`src/common/gate_seq_pkg.sv`:
```
package gate_seq_pkg;
	localparam int unsigned CLK_FREQ_MHZ = 200;
	// Strong-current window after a gate-enable command, in nanoseconds.
	localparam int unsigned DRIVE_TIMEOUT_NS = 4000;
	localparam int unsigned DRIVE_TIMEOUT_CYC =
		(DRIVE_TIMEOUT_NS * CLK_FREQ_MHZ + 999) / 1000;
	// Strong low-side pull-down window covering the switch-node slew.
	localparam int unsigned SLEW_HOLD_NS = 1000;
	localparam int unsigned SLEW_HOLD_CYC =
		(SLEW_HOLD_NS * CLK_FREQ_MHZ + 999) / 1000;
	localparam int unsigned TIMER_W = 16;

	// Drive strength applied to one gate.
	typedef enum logic [1:0] {
		GATE_OFF_WEAK,
		GATE_OFF_STRONG,
		GATE_ON_STRONG,
		GATE_ON_HOLD
	} gate_drive_t;

	// Comparator results for one transistor.
	typedef struct packed {
		logic gate_voltage_monitor;
		logic drain_voltage_monitor;
	} fet_monitor_t;

	// Comparator settings, from serial port or hardwired inputs.
	typedef struct packed {
		logic [3:0] drain_threshold;
		logic [3:0] gate_threshold;
	} comp_cfg_t;

	// Fault flags for one transistor.
	typedef struct packed {
		logic stuck_low;
		logic stuck_high;
		logic overcurrent;
	} fet_fault_t;
endpackage

```
`src/hw/half_bridge_gate_sequencer.sv`:
```
// Functional notes
// - New transistor enables only after the opposite gate monitor reads off.
// - Handshake applies both low-to-high and high-to-low directions.
// - Gate-on command selects strong source current and starts drive timer.
// - No gate rise at timer expiry flags fault and turns drive off.
// - Gate risen at timer expiry switches to small holding current.
// - Drive timer bounds the strong current duration on any gate.
// - Stuck-low and stuck-high gates on each transistor are reported faults.
// - Low-side gate held with strong pull-down during high-side slew.
// - After the slew window, low-side moves to the weak pull-down.
// - Each gate has own drain and gate comparator inputs for faults.
// - Comparator settings come from serial or hardwired source, selectable.
`timescale 1ns/1ps
module half_bridge_gate_sequencer
	import gate_seq_pkg::*;
#(
	parameter logic [TIMER_W-1:0] DRIVE_CYC = TIMER_W'(DRIVE_TIMEOUT_CYC),
	parameter logic [TIMER_W-1:0] SLEW_CYC = TIMER_W'(SLEW_HOLD_CYC)
) (
	input wire logic core_clk_in,
	input wire logic nrst_in,
	input wire logic cmd_high_in,
	input wire logic cmd_enable_in,
	input wire logic fault_clear_in,
	input wire fet_monitor_t hs_mon_in,
	input wire fet_monitor_t ls_mon_in,
	input wire logic cfg_sel_serial_in,
	input wire comp_cfg_t cfg_serial_in,
	input wire comp_cfg_t cfg_hardwired_in,
	output gate_drive_t hs_drive_out,
	output gate_drive_t ls_drive_out,
	output comp_cfg_t comp_cfg_out,
	output fet_fault_t hs_fault_out,
	output fet_fault_t ls_fault_out,
	output logic gate_fault_out
);
	typedef enum logic [2:0] {
		ST_IDLE,
		ST_WAIT_LS_OFF,
		ST_HS_DRIVE,
		ST_HS_HOLD,
		ST_WAIT_HS_OFF,
		ST_LS_DRIVE,
		ST_LS_HOLD,
		ST_FAULT
	} seq_state_t;

	seq_state_t state_q;
	seq_state_t state_d;
	logic [TIMER_W-1:0] gate_drive_timer_q;
	logic [TIMER_W-1:0] slew_q;
	logic timer_start;
	logic gate_drive_timeout;
	logic hs_sel;
	logic ls_sel;
	gate_drive_t hs_d;
	gate_drive_t ls_d;
	fet_fault_t hs_f_d;
	fet_fault_t ls_f_d;
	comp_cfg_t cfg_d;

	assign gate_drive_timeout = (gate_drive_timer_q == '0);
	assign hs_sel = cmd_enable_in && cmd_high_in;
	assign ls_sel = cmd_enable_in && !cmd_high_in;

	always_comb begin
		state_d = state_q;
		timer_start = 1'b0;
		unique case (state_q)
			ST_IDLE: begin
				// Timing the wait lets a gate that never turns off be flagged.
				timer_start = hs_sel || ls_sel;
				if (hs_sel) begin
					state_d = ST_WAIT_LS_OFF;
				end else if (ls_sel) begin
					state_d = ST_WAIT_HS_OFF;
				end
			end
			ST_WAIT_LS_OFF: begin
				if (!hs_sel) begin
					state_d = ST_IDLE;
				end else if (!ls_mon_in.gate_voltage_monitor) begin
					state_d = ST_HS_DRIVE;
					timer_start = 1'b1;
				end
			end
			ST_WAIT_HS_OFF: begin
				if (!ls_sel) begin
					state_d = ST_IDLE;
				end else if (!hs_mon_in.gate_voltage_monitor) begin
					state_d = ST_LS_DRIVE;
					timer_start = 1'b1;
				end
			end
			ST_HS_DRIVE: begin
				if (!hs_sel) begin
					state_d = ST_IDLE;
				end else if (gate_drive_timeout) begin
					state_d = hs_mon_in.gate_voltage_monitor ?
						ST_HS_HOLD : ST_FAULT;
				end
			end
			ST_LS_DRIVE: begin
				if (!ls_sel) begin
					state_d = ST_IDLE;
				end else if (gate_drive_timeout) begin
					state_d = ls_mon_in.gate_voltage_monitor ?
						ST_LS_HOLD : ST_FAULT;
				end
			end
			ST_HS_HOLD: begin
				if (!hs_sel) begin
					state_d = ST_IDLE;
				end
			end
			ST_LS_HOLD: begin
				if (!ls_sel) begin
					state_d = ST_IDLE;
				end
			end
			ST_FAULT: begin
				// Drive stays off until software clears, so a shorted gate
				// never sees repeated strong pulses.
				if (fault_clear_in) begin
					state_d = ST_IDLE;
				end
			end
		endcase
	end

	always_ff @(posedge core_clk_in) begin
		if (!nrst_in) begin
			state_q <= ST_IDLE;
		end else begin
			state_q <= state_d;
		end
	end

	always_ff @(posedge core_clk_in) begin
		if (!nrst_in) begin
			gate_drive_timer_q <= '0;
		end else if (timer_start) begin
			gate_drive_timer_q <= DRIVE_CYC - TIMER_W'(1);
		end else if (!gate_drive_timeout) begin
			gate_drive_timer_q <= gate_drive_timer_q - TIMER_W'(1);
		end
	end

	// Slew window opens when the high side starts driving.
	always_ff @(posedge core_clk_in) begin
		if (!nrst_in) begin
			slew_q <= '0;
		end else if (timer_start && state_q == ST_WAIT_LS_OFF) begin
			slew_q <= SLEW_CYC;
		end else if (slew_q != '0) begin
			slew_q <= slew_q - TIMER_W'(1);
		end
	end

	always_comb begin
		hs_d = GATE_OFF_WEAK;
		ls_d = GATE_OFF_WEAK;
		unique case (state_d)
			ST_HS_DRIVE: hs_d = GATE_ON_STRONG;
			ST_HS_HOLD: hs_d = GATE_ON_HOLD;
			ST_LS_DRIVE: ls_d = GATE_ON_STRONG;
			ST_LS_HOLD: ls_d = GATE_ON_HOLD;
			default: begin
				hs_d = GATE_OFF_WEAK;
				ls_d = GATE_OFF_WEAK;
			end
		endcase
		if ((state_d == ST_HS_DRIVE || state_d == ST_HS_HOLD) &&
			(slew_q > TIMER_W'(1) || timer_start)) begin
			ls_d = GATE_OFF_STRONG;
		end
	end

	always_ff @(posedge core_clk_in) begin
		if (!nrst_in) begin
			hs_drive_out <= GATE_OFF_WEAK;
			ls_drive_out <= GATE_OFF_WEAK;
		end else begin
			hs_drive_out <= hs_d;
			ls_drive_out <= ls_d;
		end
	end

	// Sticky faults; a new event wins over a clear in the same cycle.
	always_comb begin
		hs_f_d = fault_clear_in ? '0 : hs_fault_out;
		ls_f_d = fault_clear_in ? '0 : ls_fault_out;
		if (state_q == ST_HS_DRIVE && gate_drive_timeout &&
			!hs_mon_in.gate_voltage_monitor) begin
			hs_f_d.stuck_low = 1'b1;
		end
		if (state_q == ST_LS_DRIVE && gate_drive_timeout &&
			!ls_mon_in.gate_voltage_monitor) begin
			ls_f_d.stuck_low = 1'b1;
		end
		// A gate still on a full drive window after its own drive went off.
		if (state_q == ST_WAIT_HS_OFF && gate_drive_timeout &&
			hs_mon_in.gate_voltage_monitor && hs_drive_out == GATE_OFF_WEAK) begin
			hs_f_d.stuck_high = 1'b1;
		end
		if (state_q == ST_WAIT_LS_OFF && gate_drive_timeout &&
			ls_mon_in.gate_voltage_monitor && ls_drive_out == GATE_OFF_WEAK) begin
			ls_f_d.stuck_high = 1'b1;
		end
		if (hs_mon_in.drain_voltage_monitor && hs_drive_out == GATE_ON_HOLD) begin
			hs_f_d.overcurrent = 1'b1;
		end
		if (ls_mon_in.drain_voltage_monitor && ls_drive_out == GATE_ON_HOLD) begin
			ls_f_d.overcurrent = 1'b1;
		end
	end

	always_ff @(posedge core_clk_in) begin
		if (!nrst_in) begin
			hs_fault_out <= '0;
			ls_fault_out <= '0;
			gate_fault_out <= 1'b0;
		end else begin
			hs_fault_out <= hs_f_d;
			ls_fault_out <= ls_f_d;
			gate_fault_out <= (|hs_f_d) || (|ls_f_d);
		end
	end

	assign cfg_d = cfg_sel_serial_in ? cfg_serial_in : cfg_hardwired_in;

	always_ff @(posedge core_clk_in) begin
		if (!nrst_in) begin
			comp_cfg_out <= '0;
		end else begin
			comp_cfg_out <= cfg_d;
		end
	end
endmodule

```
`config.mk`:
```
export PLATFORM = sky130hd
export DESIGN_NAME = half_bridge_gate_sequencer
export DESIGN_NICKNAME = d
export VERILOG_FILES = /design/src/common/gate_seq_pkg.sv /design/src/hw/half_bridge_gate_sequencer.sv
export SDC_FILE = /design/constraint.sdc
export NUM_CORES = 1
export LEC_CHECK = 0
export ABC_CLOCK_PERIOD_IN_PS = 6900
export BUFFER_PORTS_ARGS = -buffer_cell sky130_fd_sc_hd__buf_2
export CAP_MARGIN = 0
export CELL_PAD_IN_SITES_DETAIL_PLACEMENT = 0
export CELL_PAD_IN_SITES_GLOBAL_PLACEMENT = 1
export CORE_MARGIN = 2
export CORE_UTILIZATION = 45
export CTS_CLUSTER_DIAMETER = 80
export CTS_CLUSTER_SIZE = 24
export DETAILED_ROUTE_END_ITERATION = 12
export GPL_TIMING_DRIVEN = 0
export PLACE_DENSITY = 0.95
export SLEW_MARGIN = 15
export SYNTH_ARGS = -nofsm -noshare
export SYNTH_HDL_FRONTEND = slang
export SYNTH_SLANG_ARGS = --single-unit
```
`constraint.sdc`:
```
create_clock -name core_clk_in -period 6.9 [get_ports core_clk_in]
set_clock_uncertainty 0.05 [all_clocks]
set_input_delay 0.345 -clock core_clk_in [delete_from_list [all_inputs] [get_ports core_clk_in]]
set_output_delay 0.345 -clock core_clk_in [all_outputs]
set_load 0.005 [all_outputs]
```
==> flow_summary_export.csv <==
group,metric,value,unit
cts,htreeDepth,2,
timing,rsz0062_at_grt,"false",
critical_path,worstPathMaxFanout,7,
global_routing,grt_max_degree,19,
layout,n_fill_cell,550,
cts,clk_pin_slew,100,ps
timing,fmax,0.405,GHz
flow_run,maxCapViolations,0,
cts,root_buffer,"clkbuf_8",
logic_synthesis,synth_top_family_by_area,"simple AND/OR/NAND/NOR gates",
status,status,"complete, no violations",
timing,hold_viol_final,0,
critical_path,cp.arrival,2660,ps
logic_synthesis,seq_area_frac_synth,0.414,
logic_synthesis,synthSimpleGateAreaFrac,0.284,
logic_synthesis,avgSynthCellArea,8.77,sq um
logic_synthesis,synth_warnings,0,
critical_path,critPathCaptureType,"flip-flop",
logic_synthesis,synth_compound_area_frac,0.123,
detailed_routing,dr.pass1.iters,4,
layout,fin_cells,421,
critical_path,worstSetupPathType,"flip-flop to flip-flop",
die,start_util,0.472,
global_routing,grt_pass1_vias,2145,
timing,finalSetupTns,0,ps
logic_synthesis,synth_fa_ha_area_frac,0.0230,
die,die_h,80.2,um
logic_synthesis,synthMuxAreaShare,0.0307,
critical_path,startpoint_type,"flip-flop",
cts,post_cts_buffers,0,
worst_hold_path,hp-class,"input pin to flip-flop",
layout,fin_nets,378,
die,fp-row-count,27,
cts,cts_num_sinks,54,
die,die_area,6430,sq um
logic_synthesis,synth.net_count,328,
critical_path,cp_slowest_cell,"or4_4",
timing,finalCritPeriodShare,0.358,
die,die_w,80.2,um
logic_synthesis,synth_area,2610,sq um
timing,finalSetupViolations,0,
detailed_routing,drc,0,
logic_synthesis,synth_ff_type,"dfxtp_1",
timing,slew_headroom,0.549,
cts,cts_buffer_depth,2,
detailed_routing,wirelength,5.63,mm
critical_path,cpPeakStageDelay,540,ps
pwr,power,0.000989,W
logic_synthesis,synth_cells,298,
cts,cts_hold_buf,0,
pwr,power_density,328,nW/um^2
placement,dp.final_hpwl,4.14,mm
layout,area_growth,15.3,%
detailed_routing,vias,2294,
timing,worst_slew_pin_slew,671,ps
cts,post_cts_resized,0,
detailed_routing,ant_nets,0,
critical_path,crit_chain,"inv_1 > ha_1 > or4b_4 > or4_4 > buf_6 > a21oi_2 > o21ai_2 > nor3_1",
global_routing,antenna_found_initial,0,
logic_synthesis,synth_edf_count,0,
pwr,peakVddDrop,0.240,mV
timing,final.min_clock_period,2470,ps
cts,worstSkewPairLatency,310,ps
placement,gp_congestion,0.839,
critical_path,cp.required,7090,ps
die,io-pin-count,45,
detailed_routing,wire_per_inst,13.4,um
logic_synthesis,synthXorXnorAreaFrac,0.0838,
timing,drv_slew,0,
logic_synthesis,ys_seq_elements,54,
timing,whs,204,ps
placement,port_buffers,43,
cts,cts_tree,"yes",
pwr,p_leak,1.21,nW
layout,diodes,0,
detailed_routing,via_per_inst,5.45,
die,fp.coreArea,5540,sq um
logic_synthesis,ys_types,55,
placement,dp.cells,413,
detailed_routing,drtIter0Drc,100,
cts,cts_made_buffers,5,
global_routing,grt_pass1_wl,9.34,mm
layout,drive_above_1_share,0.189,
global_routing,grt.overflow.total,0,
logic_synthesis,synth-async-reset-ratio,0,
global_routing,grt_usage,0.182,
logic make-up after synthesis:
logic type                 after synthesis
muxes                                    8
and+or+nand+nor                        132
buffers and inverters                   25
DFF                                     54
adders and majority gates                5
xor gates and xnor gates                25
AOI/OAI and AO/OA                       49
sequential cells by signal, indices dropped and copies added, names as in the netlist:
signal              cells
comp_cfg_out            8
gate_drive_timer_q     16
gate_fault_out          1
hs_drive_out            2
hs_fault_out            3
ls_drive_out            2
ls_fault_out            3
slew_q                 16
state_q                 3
per-stage QoR:
stage               area [sq um]  worst slack [ps]  utilization
CTS                         3010              4420        0.544
finish                      3010              4430        0.544
global route                3010              4230        0.544
floorplan                   2610              4610            -
global placement            2920              4480        0.527
detailed placement          2920              4440        0.527
Yosys cell counts, types with 4 or more instances:
cell       n  area (sq um)
nand3_1    7          35.0
or4_1      4          30.0
dfxtp_1   54          1080
mux2i_1    8          80.1
clkbuf_1   7          26.3
nor2_1    47           176
xor2_1     9          78.8
inv_1     13          48.8
nand2_1   13          48.8
nor3_1    13          65.1
nor4_1    13          81.3
a31oi_1    5          31.3
xnor2_1   16           140
ha_1       4          50.1
nor2b_1    5          31.3
a21oi_1   16          80.1
o21ai_0    6          30.0
nand2b_1   4          25.0
critical path, delay by kind of cell, from the launching register on:
kind | cells | cell delay [ps]
compound gates | 2 | 290
fa+ha+maj | 1 | 150
simple gates | 3 | 1260
flops | 1 | 350
buf+inv | 2 | 270
final cells by class:
| type | instances | area, sq um | share of cell area |
|---|---|---|---|
| well taps | 72 | 90.1 | 0.0299 |
| inverters | 14 | 52.6 | 0.0174 |
| clock buffers | 5 | 68.8 | 0.0229 |
| repair buffers | 43 | 215 | 0.0715 |
| plain buffers | 11 | 57.6 | 0.0191 |
| multi-input cells | 219 | 1420 | 0.472 |
| flip-flops and latches | 54 | 1080 | 0.359 |
| clock inverters | 3 | 25.0 | 0.00831 |
cell usage in the layout (no fill, tap or decap), types with 2 or more instances in the layout:
master and n:
o211ai_1 3, xor2_1 9, nor4_1 13, a21oi_1 16, nand3b_1 2, a32oi_1 2, or4_4 2, clkbuf_1 7
nand4_1 2, nand2b_1 4, nor2_1 47, o21ai_0 6, a211o_1 2, mux2i_1 8, ha_1 4, nand2_1 13
and2_1 2, buf_2 44, clkbuf_8 5, inv_1 13, buf_6 2, or3_1 2, a31oi_1 5, or4_1 4
o21ai_1 2, nand3_1 7, nor4b_1 2, nor4bb_1 3, nor3_1 13, or2_2 3, nor2b_1 5, dfxtp_1 54
a2bb2oi_1 2, xnor2_1 16
per-layer routing:
layer  wire [um]  vias to the layer above  global-route usage
met5           0                        -                   0
met4          42                        0              0.0508
met3         221                        4              0.0315
met2        2710                       44               0.317
met1        2660                     1079               0.231
li1            -                     1167                   -
path summary, 6_finish.rpt:
check                         from         endpoint  slack, ps  cells past startpoint
max          gate_drive_timer_q[0]  ls_drive_out[0]       4430                      8
min            cfg_hardwired_in[5]  comp_cfg_out[5]        200                      3
max reg2reg  gate_drive_timer_q[0]  ls_drive_out[0]       4430                      8
min reg2reg        ls_fault_out[2]  ls_fault_out[2]        460                      2
power breakdown:
group	internal (W)	switching, W
logic	0.000164	0.000226
registers	0.000365	0.0000478
clock network	0.0000735	0.000112
total	0.000602	0.000386
Power figures use the tool's default switching activity.
